===== config.mk =====
export PLATFORM = sky130hd
export DESIGN_NAME = ictd_top
export DESIGN_NICKNAME = d
export VERILOG_FILES = /design/src/shared/ictd_pkg.sv /design/src/rtl/ictd_deglitch.sv /design/src/rtl/ictd_top.sv
export VERILOG_INCLUDE_DIRS = /design/src /design/src/shared
export SDC_FILE = /design/constraint.sdc
export NUM_CORES = 1
export LEC_CHECK = 0
export BUFFER_PORTS_ARGS = -buffer_cell sky130_fd_sc_hd__buf_2
export CAP_MARGIN = 5
export CELL_PAD_IN_SITES_DETAIL_PLACEMENT = 1
export CELL_PAD_IN_SITES_GLOBAL_PLACEMENT = 1
export CORE_MARGIN = 2
export CORE_UTILIZATION = 30
export DETAILED_ROUTE_END_ITERATION = 6
export GPL_TIMING_DRIVEN = 0
export PLACE_DENSITY = 0.63
export RECOVER_POWER = 25
export SETUP_SLACK_MARGIN = 0.15
export SLEW_MARGIN = 20
export SYNTH_ARGS = -nofsm -noshare
export SYNTH_HDL_FRONTEND = slang
export SYNTH_SLANG_ARGS = --single-unit

===== constraint.sdc =====
create_clock -name i_clk -period 4.5 [get_ports i_clk]
set_input_delay 0.9 -clock i_clk [delete_from_list [all_inputs] [get_ports i_clk]]
set_output_delay 0.9 -clock i_clk [all_outputs]
set_load 0.005 [all_outputs]

===== src/shared/ictd_map.svh =====
// Purpose: constants for the input capture timer with deglitch
// Assumes: peripheral clock at 50 MHz
// Notes: widths, reset values and field codes
`ifndef ICTD_MAP_SVH
`define ICTD_MAP_SVH
`define ICTD_CHANNELS      6
`define ICTD_CNT_W         32
`define ICTD_NC_W          8
`define ICTD_PRE_W         8
`define ICTD_CNT_RST       32'h0000_0000
`define ICTD_CNT_MAX       32'hffff_ffff
`define ICTD_NC_RST        8'h00
`define ICTD_EDGE_OFF      2'h0
`define ICTD_EDGE_RISE     2'h1
`define ICTD_EDGE_FALL     2'h2
`define ICTD_EDGE_BOTH     2'h3
`define ICTD_WRITE_CYCLES  2
`endif


===== src/shared/ictd_pkg.sv =====
// Purpose: types for the input capture timer with deglitch
// Assumes: constants come from ictd_map.svh
// Notes: one filter mode enum and one filter state enum
package ictd_pkg;
   typedef enum logic {ICTD_MODE_PREMATURE, ICTD_MODE_MIN_LEVEL} ictd_mode_t;
   typedef enum logic [1:0] {ICTD_NC_IDLE, ICTD_NC_MASK, ICTD_NC_WAIT} ictd_nc_state_t;
endpackage


===== src/rtl/ictd_deglitch.sv =====
// Purpose: one channel noise canceler with two filter modes
// Assumes: input already synchronised to i_clk
// Notes: counts on a shared count enable, independent of the timer enable
`timescale 1ns/1ps
`include "ictd_map.svh"
module ictd_deglitch
   import ictd_pkg::*;
#(
   parameter int NC_W = `ICTD_NC_W
) (
   input  wire logic            i_clk,
   input  wire logic            i_rstn,
   input  wire logic            i_in,
   input  wire logic            i_enable,
   input  wire logic            i_mode,
   input  wire logic            i_tick,
   input  wire logic [NC_W-1:0] i_limit,
   output logic                 o_out,
   output logic [NC_W-1:0]      o_count
);
   initial begin
      if (NC_W < 1) $error("ictd_deglitch: NC_W must be at least 1");
   end

   ictd_nc_state_t  state;
   ictd_nc_state_t  next_state;
   logic [NC_W-1:0] count;
   logic [NC_W-1:0] next_count;
   logic            filt;
   logic            next_filt;
   logic            prev_in;
   logic            match;
   logic            change;

   assign match   = (count == i_limit);
   assign change  = (i_in != prev_in);
   assign o_out   = filt;
   assign o_count = count;

   always_comb begin
      next_state = state;
      next_count = count;
      next_filt  = filt;
      unique case (state)
         ICTD_NC_IDLE: begin
            if (!i_enable) begin
               next_filt = i_in;
            end else if (i_in != filt) begin
               next_count = '0;
               if (i_mode == ICTD_MODE_PREMATURE) begin
                  next_filt  = i_in;
                  next_state = ICTD_NC_MASK;
               end else begin
                  next_state = ICTD_NC_WAIT;
               end
            end
         end
         ICTD_NC_MASK: begin
            // input ignored here even if enable drops
            if (match) begin
               next_filt  = i_in;
               next_count = `ICTD_NC_RST;
               next_state = ICTD_NC_IDLE;
            end else if (i_tick) begin
               next_count = count + 1'b1;
            end
         end
         ICTD_NC_WAIT: begin
            if (change) begin
               next_count = `ICTD_NC_RST;
               next_state = ICTD_NC_IDLE;
            end else if (match) begin
               next_filt  = i_in;
               next_count = `ICTD_NC_RST;
               next_state = ICTD_NC_IDLE;
            end else if (i_tick) begin
               next_count = count + 1'b1;
            end
         end
         default: begin
            next_state = ICTD_NC_IDLE;
            next_count = `ICTD_NC_RST;
         end
      endcase
   end

   always_ff @(posedge i_clk or negedge i_rstn) begin
      if (!i_rstn) begin
         state   <= ICTD_NC_IDLE;
         count   <= `ICTD_NC_RST;
         filt    <= 1'b0;
         prev_in <= 1'b0;
      end else begin
         state   <= next_state;
         count   <= next_count;
         filt    <= next_filt;
         prev_in <= i_in;
      end
   end
endmodule


===== src/rtl/ictd_top.sv =====
// Purpose: input capture timer with per channel noise cancelers
// Assumes: one 50 MHz peripheral clock; pins are asynchronous
// Notes: control bits are plain ports; no register bus
// How it works
// - common mode bit picks one of two filters
// - premature mode passes first change, starts counter
// - premature mode ignores changes while counting
// - premature mode takes input level on match
// - minimum mode starts counting on change, stops
// - minimum mode outputs change only on match
// - minimum mode aborts and discards on early change
// - counter counts only while master enable set
// - wrap sets flag and keeps counting
// - wrap interrupt when flag and enable set
// - clearing enable freezes counter, resume later
// - software write overrides increment, counting continues
// - counter write completes in two cycles
// - prescaler runs free of master enable
// - capture edge sets flag, copies counter
// - edge select rising, falling or both
// - enabled capture raises interrupt, also DMA request
// - capture during counter write takes old value
// - DMA acceptance clears capture flag
// - capture edges taken from filtered signal
// - noise counters ignore the master enable
// - noise counter clears and stops after match
// - disabling canceler mid-count does not stop it
`timescale 1ns/1ps
`include "ictd_map.svh"
module ictd_top
   import ictd_pkg::*;
#(
   parameter int CH    = `ICTD_CHANNELS,
   parameter int CNT_W = `ICTD_CNT_W,
   parameter int NC_W  = `ICTD_NC_W,
   parameter int PRE_W = `ICTD_PRE_W
) (
   input  wire logic                 i_clk,
   input  wire logic                 i_rstn,
   input  wire logic [CH-1:0]        i_capture_input_pin,
   input  wire logic                 i_capture_timer_enable,
   input  wire logic                 i_noise_mode_select,
   input  wire logic [CH-1:0]        i_deglitch_enable,
   input  wire logic [CH*NC_W-1:0]   i_deglitch_limit,
   input  wire logic [CH*2-1:0]      i_channel_edge_config,
   input  wire logic [PRE_W-1:0]     i_count_divide,
   input  wire logic [PRE_W-1:0]     i_deglitch_divide,
   input  wire logic                 i_count_write,
   input  wire logic [CNT_W-1:0]     i_count_wdata,
   input  wire logic [CH-1:0]        i_capture_write,
   input  wire logic [CNT_W-1:0]     i_capture_wdata,
   input  wire logic                 i_wrap_irq_enable,
   input  wire logic                 i_wrap_flag_clear,
   input  wire logic [CH-1:0]        i_capture_irq_enable,
   input  wire logic [CH-1:0]        i_capture_flag_clear,
   input  wire logic [CH-1:0]        i_dma_ack,
   output logic [CNT_W-1:0]          o_free_running_count,
   output logic                      o_count_write_busy,
   output logic                      o_wrap_flag,
   output logic                      o_wrap_irq,
   output logic [CH-1:0]             o_capture_flag,
   output logic [CH-1:0]             o_capture_irq,
   output logic [CH*CNT_W-1:0]       o_capture_value_set,
   output logic [CH*NC_W-1:0]        o_deglitch_counter,
   output logic [CH-1:0]             o_filtered
);
   initial begin
      if (CH < 1 || CNT_W < 2 || NC_W < 1 || PRE_W < 1) $error("ictd_top: bad parameter");
   end

   // two-stage synchronisers
   logic [CH-1:0]      sync_a;
   logic [CH-1:0]      sync_b;
   logic [CH-1:0]      filt_q;
   logic [CH-1:0]      filt_d;
   // prescalers
   logic [PRE_W-1:0]   pre_cnt;
   logic [PRE_W-1:0]   next_pre_cnt;
   logic [PRE_W-1:0]   nc_pre_cnt;
   logic [PRE_W-1:0]   next_nc_pre_cnt;
   logic               count_tick;
   logic               nc_tick;
   // counter and write path
   logic [CNT_W-1:0]   count;
   logic [CNT_W-1:0]   next_count;
   logic               wr_pend;
   logic               next_wr_pend;
   logic [CNT_W-1:0]   wr_data;
   logic [CNT_W-1:0]   next_wr_data;
   logic               wrap;
   logic               next_wrap;
   // capture
   logic [CH-1:0]      cap_flag;
   logic [CH-1:0]      next_cap_flag;
   logic [CH*CNT_W-1:0] cap_val;
   logic [CH*CNT_W-1:0] next_cap_val;
   logic [CH-1:0]      edge_hit;
   logic [CH-1:0]      next_filtered;

   assign count_tick = (pre_cnt == i_count_divide);
   assign nc_tick    = (nc_pre_cnt == i_deglitch_divide);

   // prescalers free-run, never gated by the master enable
   always_comb begin
      next_pre_cnt    = count_tick ? '0 : pre_cnt + 1'b1;
      next_nc_pre_cnt = nc_tick ? '0 : nc_pre_cnt + 1'b1;
   end

   for (genvar c = 0; c < CH; c++) begin : g_ch
      ictd_deglitch #(.NC_W(NC_W)) u_nc (
         .i_clk    (i_clk),
         .i_rstn   (i_rstn),
         .i_in     (sync_b[c]),
         .i_enable (i_deglitch_enable[c]),
         .i_mode   (i_noise_mode_select),
         .i_tick   (nc_tick),
         .i_limit  (i_deglitch_limit[c*NC_W +: NC_W]),
         .o_out    (filt_d[c]),
         .o_count  (o_deglitch_counter[c*NC_W +: NC_W])
      );
   end

   // edge detect on filtered signal
   always_comb begin
      next_filtered = filt_d;
      for (int c = 0; c < CH; c++) begin
         unique case (i_channel_edge_config[c*2 +: 2])
            `ICTD_EDGE_RISE: edge_hit[c] = filt_d[c] & ~filt_q[c];
            `ICTD_EDGE_FALL: edge_hit[c] = ~filt_d[c] & filt_q[c];
            `ICTD_EDGE_BOTH: edge_hit[c] = filt_d[c] ^ filt_q[c];
            `ICTD_EDGE_OFF:  edge_hit[c] = 1'b0;
         endcase
      end
   end

   // counter: a write is taken in cycle one and lands in cycle two
   always_comb begin
      next_count   = count;
      next_wr_pend = 1'b0;
      next_wr_data = wr_data;
      next_wrap    = wrap;
      if (i_count_write && !wr_pend) begin
         next_wr_pend = 1'b1;
         next_wr_data = i_count_wdata;
      end
      if (wr_pend) begin
         next_count = wr_data;
      end else if (i_capture_timer_enable && count_tick) begin
         next_count = count + 1'b1;
         if (count == `ICTD_CNT_MAX) begin
            next_wrap = 1'b1;
         end
      end
      if (i_wrap_flag_clear && !(next_wrap && !wrap)) begin
         next_wrap = 1'b0;
      end
   end

   // capture flags and values; set wins over clear
   always_comb begin
      next_cap_flag = cap_flag;
      next_cap_val  = cap_val;
      for (int c = 0; c < CH; c++) begin
         if (i_capture_write[c]) begin
            next_cap_val[c*CNT_W +: CNT_W] = i_capture_wdata;
         end
         if (i_capture_flag_clear[c] || (i_dma_ack[c] && o_capture_irq[c])) begin
            next_cap_flag[c] = 1'b0;
         end
         if (edge_hit[c]) begin
            next_cap_flag[c] = 1'b1;
            next_cap_val[c*CNT_W +: CNT_W] = count;
         end
      end
   end

   always_ff @(posedge i_clk or negedge i_rstn) begin
      if (!i_rstn) begin
         sync_a     <= '0;
         sync_b     <= '0;
         filt_q     <= '0;
         pre_cnt    <= '0;
         nc_pre_cnt <= '0;
         count      <= `ICTD_CNT_RST;
         wr_pend    <= 1'b0;
         wr_data    <= `ICTD_CNT_RST;
         wrap       <= 1'b0;
         cap_flag   <= '0;
         cap_val    <= '0;
      end else begin
         sync_a     <= i_capture_input_pin;
         sync_b     <= sync_a;
         filt_q     <= next_filtered;
         pre_cnt    <= next_pre_cnt;
         nc_pre_cnt <= next_nc_pre_cnt;
         count      <= next_count;
         wr_pend    <= next_wr_pend;
         wr_data    <= next_wr_data;
         wrap       <= next_wrap;
         cap_flag   <= next_cap_flag;
         cap_val    <= next_cap_val;
      end
   end

   assign o_free_running_count = count;
   assign o_count_write_busy   = wr_pend;
   assign o_wrap_flag          = wrap;
   assign o_wrap_irq           = wrap & i_wrap_irq_enable;
   assign o_capture_flag       = cap_flag;
   assign o_capture_irq        = cap_flag & i_capture_irq_enable;
   assign o_capture_value_set  = cap_val;
   assign o_filtered           = filt_q;
endmodule


Word-level counts from Yosys, hierarchy flattened

Index checks and enable logic that the tools add are counted.

Input bits: 183
Logic and storage cells: 371
Flip-flop bits (word level): 370

Eq/ne operators: 81
Reductions and logical operators: 62
Multiplexer cells: 142
Bitwise gates (word level): 32
Add/subtract/negate cells: 9

Operator list:

| cell                  | number |
|---|---|
| $mux 32               | 14 |
| $mux 8                | 32 |
| $pmux 8 s3            | 6 |
| $add 8x1->8 const B   | 8 |
| $eq 8x8->1            | 8 |
| $mux 2                | 25 |
| $mux 1                | 47 |
| $eq 2x2->1 const B    | 18 |
| $pmux 2 s3            | 6 |
| $add 32x1->32 const B | 1 |
| $eq 32x32->1 const B  | 1 |
| $reduce_bool 2->1     | 13 |
| $eq 2x1->1 const B    | 12 |
| $logic_not 2->1       | 12 |
| $ne 2x2->1 const B    | 12 |
| $pmux 1 s4            | 6 |
| $reduce_and 4->1      | 6 |
| $ne 3x2->1 const B    | 6 |
| $ne 3x3->1 const B    | 6 |
| $pmux 1 s3            | 6 |
| $reduce_bool 3->1     | 6 |
| $and 1x1->1           | 13 |
| $ne 1x1->1            | 12 |
| $ne 2x1->1 const B    | 6 |
| 7 further kinds       | 44 |

Depth between registers and ports, before layout

Gate-level depths: netlist of run 1.

Word-level depth: 8
Depth in mapped cells: 9
Depth with buffers taken out: 7

Modules after synthesis

A second synthesis of run 1 with hierarchy kept.

Cells, all modules: 1874
Area total of the unflattened synthesis: 19168.4 sq um

By module, submodules not included:

| module        | sequential area each (sq um) | times used | area each (sq um) | cells each |
|---|---|---|---|---|
| ictd_top      | 7457.2                       | 1          | 14086.0           | 1364 |
| ictd_deglitch | 300.3                        | 6          | 847.1             | 85 |

Least setup slack after synthesis of run 1

OpenSTA, ideal clock, no wires.

Path type: input-to-reg
Start: in i_capture_timer_enable
End: reg count[22], in the netlist o_free_running_count[22]
Stages on the path: 7
Setup slack: 1.862 ns
Data arrival time: 2.569 ns
Setup time: 0.069 ns
Path through: nand2_1 > or3_1 > buf_2 > or4b_1 > buf_2 > or4b_1 > nand3_1

Longest elaborated chain between the ends: 2

Ends and longest elaborated chain:

| element                            | line            | text |
|---|---|---|
| start, declared                    | ictd_top.sv:41  | `input wire logic i_capture_timer_enable,` |
| $logic_and 1x1->1                  | ictd_top.sv:148 | `end else if (i_capture_timer_enable && count_tick) begin` |
| $reduce_bool 2->1 (no source line) | -               |  |
| end signal, assigned               | ictd_top.sv:184 | `` count <= `ICTD_CNT_RST; `` |
| end signal, assigned               | ictd_top.sv:196 | `count <= next_count;` |
| end, declared                      | ictd_top.sv:84  | `logic [CNT_W-1:0] count;` |

Every way passes these cells.
A chain may end at the register's enable or synchronous reset.

Worst setup path after layout of run 1

Start: reg count[0], in the netlist o_free_running_count[0]
End: reg count[31], in the netlist o_free_running_count[31]

Longest elaborated chain between the ends: 3

Ends and longest elaborated chain:

| element       | line            | text |
|---|---|---|
| $add 32x1->32 | ictd_top.sv:149 | `next_count = count + 1'b1;` |
| $mux 32       | ictd_top.sv:148 |  |
| $mux 32       | ictd_top.sv:146 | `if (wr_pend) begin` |

Every way passes these cells. The select of a mux whose other input is x is not followed.

==> results_dict.tcl, run 1 <==
set metrics [dict create \
    status "finished with violations" \
    violations "max-capacitance violations, max-slew violations" \
    hold_class "primary input to asynchronous set/reset pin" \
    grt_setup_unrepaired "false" \
    path_class "flop to flop" \
    first_pass_iters 5 \
    clk_latency_ps 590 \
    final_common_cell "buf_2" \
    ir_drop_v 0.000259 \
    num_io_pins 476 \
    layoutNonFillerInstCount 3265 \
    cts_hold_buf 0 \
    synthTopCellsByArea "dfrtp_1 49%, mux2i_1 11%, a21oi_1 5.8%" \
    htreeDepth 2 \
    synth_area_mm2 0.0187 \
    tritoncts "yes" \
    syn_to_final_growth_pct 26.3 \
    clockBufferDepth 3 \
    grt_max_degree 78 \
    drive_gt1_share_pct 24.4 \
    dieWidth_um 254 \
    fin_crit_sh_pct 68.8 \
    seq_area_frac_synth_pct 49.5 \
    synth.net_count 2098 \
    maxSlewViolCount 131 \
    max_cap_viol_count 2 \
    cp_max_fo 8 \
    crit_required_ps 5000 \
    tns_ps 0 \
    setup_viol 0 \
    worst_slack_ps 1400 \
    grt_util_all_layers_pct 22.8 \
    skew_ps 22.4 \
    fillers 7270 \
    maxSlewHeadroom_pct -29.6 \
    cts_resized 0 \
    drc 0 \
    period_needed_ps 3100 \
    grt_pass1_wl_um 110000 \
    clock_sinks 370 \
    critPathCaptureType "flop" \
    die-area_mm2 0.0644 \
    post-place-cells 3180 \
    cp.arrival_ps 3600 \
    clkSlewWorstSetupHoldPaths_ps 60 \
    avgViaCountPerCell 5.05 \
    post_cts_buffers 0 \
    wl_per_cell_um 22.9 \
    wl_um 74800 \
    first_iter_violations 765 \
    cts-root-buf "clkbuf_16" \
    grt_antenna_before_repair 15 \
    ant_nets 0 \
    synth_xor_area_share_pct 6.60 \
    power_density_mw_per_mm2 599 \
    yosysWarnings 0 \
    worstMarginPinSlew_ps 1940 \
    grt_pass1_vias 17200 \
    layout.nets 2617 \
    synth_top_family_by_area "simple AND/OR/NAND/NOR gates" \
    hold_violations 0 \
    synth_enable_flop_cells 0 \
    synthSimpleGateAreaFrac_pct 14.7 \
    synth_top_cell_area_share_pct 49.5 \
    mostFrequentLayoutCells "477 x buf_2, 370 x dfrtp_1, 269 x nor2_1, 217 x a21oi_1, 199 x mux2i_1" \
    ys_types 57 \
    syn_avg_cell_area_um2 10.0 \
    leakage_nw 11.0 \
    multi_input_area_mm2 0.00875 \
    core_area_mm2 0.0617 \
    cp-start-kind "flop" \
    dr_total_vias 16500 \
    io_buffers 468 \
    seq_area_mm2 0.00926 \
    synth_compound_area_share_pct 9.86 \
    timing.fmax_mhz 323 \
    grt_overflow_total 0 \
    netlist_instances 1870 \
    start_util_pct 30.3 \
    gp_congestion 0.866 \
    synth_seq_cells 370 \
    async_reset_ff_share_pct 100 \
    muxShareOfSynthArea_pct 12.6 \
    synth.largest_area_cell "dfrtp_1" \
    fp.dieH_um 254 \
    rows 91 \
    pre_cts_ws_ps 1260 \
    holdWs_ps 244 \
    place_hpwl_um 57700 \
    numCtsBuffers 44 \
    yosys.area_share.adder_pct 3.01 \
    synth_ff_type "dfrtp_1" \
]
-- metrics by stage --
stage	area [um2]	total power, mW	util (%)
final	23600	14.2	38.3
after global routing	23600	15.1	38.3
after CTS	23700	14.3	38.4
after detailed placement	22300	10.7	36.1
after global placement	22100	10.5	35.8
after floorplan	18700	7.82	-
-- state kept, by name, indices dropped and copies added (netlist names), 8 cells and up --
signal and cells:
o_capture_value_set 192, g_ch.u_nc.o_count 48, o_free_running_count 32, wr_data 32, g_ch.u_nc.state 12, nc_pre_cnt 8
pre_cnt 8
-- Yosys cell counts, drive strengths merged (2+ instances only) --
library cell  number
dfrtp            370
nor2             269
a21oi            217
mux2i            199
nand2             93
clkbuf            91
xnor2             91
xor2              50
inv               49
ha                45
nor4              45
nand3             42
buf               40
mux2              32
o21ai             29
nand4             21
nor3              19
and2              17
and3              14
nor2b             12
a22o              11
or4               10
a22oi              9
nor4b              9
a211oi             8
and4               8
o41ai              8
nand3b             7
o21a               6
a2111o             5
or3                5
o21bai             4
o221ai             4
or2                4
o211ai             3
o31ai              3
or4b               3
a211o              2
a32oi              2
nand2b             2
-- logic make-up after synthesis --
kind of cell | after synthesis
DFF | 370
AOI/OAI and AO/OA | 320
adders and majority gates | 45
and+or+nand+nor | 582
muxes | 231
buffers and inverters | 181
xor gates and xnor gates | 141
-- where the power goes --
group / internal [mW] / switching [mW] / leakage, nW
combinational: 1.97 / 3.33 / 5.92
sequential: 4.47 / 0.844 / 4.38
clock: 2.05 / 1.50 / 0.685
total: 8.49 / 5.67 / 11.0
-- metal layers --
metal  part of all wire, %  track usage, %  vias to the layer above
met5                 0.096               0                        -
met4                   4.0            8.99                       12
met3                   6.5            5.38                      139
met2                    47            37.8                      497
met1                    42            28.7                     8296
li1                      -               -                     7551
-- path summary, 6_finish.rpt --
path                                               from                       end  slack [ps]  cells past startpoint
worst min-delay path                             i_rstn   o_capture_value_set[26]         240                      1
max in group asynchronous                        i_rstn   o_capture_value_set[83]        1820                      4
worst min register to register                sync_a[5]                 sync_b[5]         350                      0
worst max register to register  o_free_running_count[0]  o_free_running_count[31]        1400                      7
min in group i_clk                            sync_a[5]                 sync_b[5]         350                      0
worst max-delay path            o_free_running_count[0]  o_free_running_count[31]        1400                      7
-- cell type report --
| type | count | share of cell area (%) |
|---|---|---|
| multi-input cells | 1319 | 37.0 |
| plain buffers | 131 | 2.22 |
| diodes | 7 | 0.0741 |
| inverters | 50 | 0.794 |
| repair buffers | 473 | 10.3 |
| clock buffers | 69 | 5.52 |
| well taps | 837 | 4.43 |
| flip-flops and latches | 370 | 39.2 |
| clock inverters | 9 | 0.445 |
-- critical path: stages (launching register included) --
cell and delay [ps]:
dfrtp_1 370, clkbuf_1 510, nand3_1 320, or3_1 390, clkbuf_1 200, nor3_1 650
or4b_1 490, o211ai_1 110
No activity file was read; power rests on OpenSTA's default activity.
==> inputs of run 2 (changes only) <==
--- a/config.mk
+++ b/config.mk
@@ -14,7 +14,7 @@
 export CORE_UTILIZATION = 30
 export DETAILED_ROUTE_END_ITERATION = 6
 export GPL_TIMING_DRIVEN = 0
-export PLACE_DENSITY = 0.63
+export PLACE_DENSITY = 0.66
 export RECOVER_POWER = 25
 export SETUP_SLACK_MARGIN = 0.15
 export SLEW_MARGIN = 20
==> constraint.sdc (replaced) <==
create_clock -name i_clk -period 2.7 [get_ports i_clk]
set_input_delay 0.54 -clock i_clk [delete_from_list [all_inputs] [get_ports i_clk]]
set_output_delay 0.54 -clock i_clk [all_outputs]
set_load 0.005 [all_outputs]
==> run 2 against run 1 <==
Effect of this change: die area unchanged; register-to-register slack got worse by 1300 ps; clock-buffer cell count decreased by 2; routed wire length increased by 2.2%; non-clock buffer count increased by 16; highest routed layer unchanged; setup slack got worse by 1300 ps; sequential cell count unchanged; the flow now finishes without violations.
==> results_dict.tcl, run 2 (synthesis gave the netlist of run 1 again) <==
set metrics [dict create \
    dr_total_vias 16500 \
    grt_setup_unrepaired "true" \
    cp.arrival_ps 3060 \
    gp_congestion 0.843 \
    leakage_nw 11.2 \
    ir_drop_v 0.000425 \
    drc 0 \
    path_class "flop to flop" \
    power_density_mw_per_mm2 1010 \
    cp_max_fo 8 \
    period_needed_ps 2550 \
    crit-reg2reg-launch "o_free_running_count[0]" \
    num_io_pins 476 \
    grt_antenna_before_repair 16 \
    post-route-cell-area_mm2 0.0240 \
    clockBufferDepth 3 \
    mostFrequentLayoutCells "464 x buf_2, 370 x dfrtp_1, 269 x nor2_1, 215 x a21oi_1, 199 x mux2i_1" \
    status "complete, no violations" \
    cp-start-kind "flop" \
    maxSlewHeadroom_pct 11.2 \
    crit_required_ps 3210 \
    first_pass_iters 5 \
    rrSetupSlack_ps 150 \
    clock_sinks 370 \
    fin_crit_sh_pct 94.5 \
    clkSlewWorstSetupHoldPaths_ps 60 \
    critPathCaptureType "flop" \
    drive_gt1_share_pct 26.4 \
    io_buffers 468 \
    crit_path_start "o_free_running_count[0]" \
    placed_cell_area_mm2 0.0222 \
    wl_um 76400 \
    max_cap_viol_count 0 \
    maxSlewViolCount 0 \
    first_iter_violations 877 \
    worstMarginPinSlew_ps 1330 \
    fp.dieH_um 254 \
    layout.nets 2635 \
    largest_reg_flops 192 \
    hold_violations 0 \
    setup_viol 0 \
    total_power_mw 24.2 \
    syn_to_final_growth_pct 28.3 \
    grt_overflow_total 0 \
    reg2reg_depth 7 \
    grt_max_degree 96 \
    place_hpwl_um 57600 \
    dieWidth_um 254 \
    die-area_mm2 0.0644 \
    clk_latency_ps 590 \
    htreeDepth 2 \
    r2r-end "o_free_running_count[31]" \
    grt_pass1_wl_um 112000 \
    skew_ps 26.5 \
    final_util_pct 38.9 \
    cts-root-buf "clkbuf_16" \
    timing.fmax_mhz 392 \
    hold_class "primary input to flop" \
    tritoncts "yes" \
    endpoint "o_free_running_count[31]" \
    rows 91 \
    wl_per_cell_um 23.3 \
    core_area_mm2 0.0617 \
    grt_util_all_layers_pct 23.2 \
    numCtsBuffers 46 \
    ant_nets 0 \
    grt_pass1_vias 17600 \
    start_util_pct 30.3 \
    avgViaCountPerCell 5.04 \
    final_common_cell "buf_2" \
]
[run 2: cell count changes in the layout (fill, tap and decap cells not counted), sizes merged]
cell	change
clkinvlp	-1
buf	-1
inv	-1
dlygate4sd3	+1
clkdlybuf4s15	+1
bufinv	+3
clkbuf	+13
[run 2: worst max-delay path, cell delays in order (launching register included)]
cell and delay [ps]:
dfrtp_1 380, clkbuf_2 330, nand3_1 270, or3_1 370, clkbuf_1 210, nor3_4 320
or4b_1 490, o211ai_1 110
[run 2: per-stage QoR]
step / setup slack, ps / setup TNS (ps) / cells / hold slack [ps]
floorplan: 389 / 0 / 1870 / 244
global placement: -6550 / -2416710 / 3175 / 334
detailed placement: -478 / -11750 / 3179 / 336
CTS: 80.8 / 0 / 3265 / 25.8
global route: 58.6 / 0 / 3277 / 42.0
finish: 150 / 0 / 3280 / 59.9
[run 2: how the worst min path moves through the flow]
stage          cells past startpoint  slack (ps)                    from                       to
4_1_cts                            1          30  i_capture_input_pin[2]                sync_a[2]
6_report                           1          60  i_capture_input_pin[2]                sync_a[2]
3_5_place_dp                       0         340               sync_a[1]                sync_b[1]
3_3_place_gp                       0         330               sync_a[0]                sync_b[0]
2_1_floorplan                      0         240                  i_rstn  g_ch[0].u_nc.o_count[0]
5_1_grt                            1          40  i_capture_input_pin[3]                sync_a[3]
[run 2: area by class of cell]
class	count	area (um2)
plain buffers	131	632
clock buffers	67	1330
well taps	837	1050
diodes	7	17.5
inverters	50	188
clock inverters	10	179
multi-input cells	1319	8820
repair buffers	489	2550
flip-flops and latches	370	9260
fillers	7192	37700
[run 2: routing by layer]
layer / global-route usage, % / vias to the layer above / wire length, um
met2: 39.6 / 512 / 37100
met1: 27.8 / 8316 / 31100
met3: 6.53 / 134 / 5590
met4: 8.44 / 20 / 2500
met5: 0 / - / 130
li1: - / 7551 / -
[run 2: where the power goes]
part / total (mW) / switching, mW / internal, mW
clock: 6.32 / 2.53 / 3.79
sequential: 8.86 / 1.41 / 7.45
combinational: 8.97 / 5.60 / 3.37
[run 2: what timing repair did]
action | in CTS | in global routing
hold endpoints to repair | 49 | 0
setup endpoints to repair | 192 | 66
setup buffers | 8 | 7
cloned | 0 | 1
hold buffers | 1 | 0
pin swaps | 2 | 4
gates resized for setup | 49 | 24
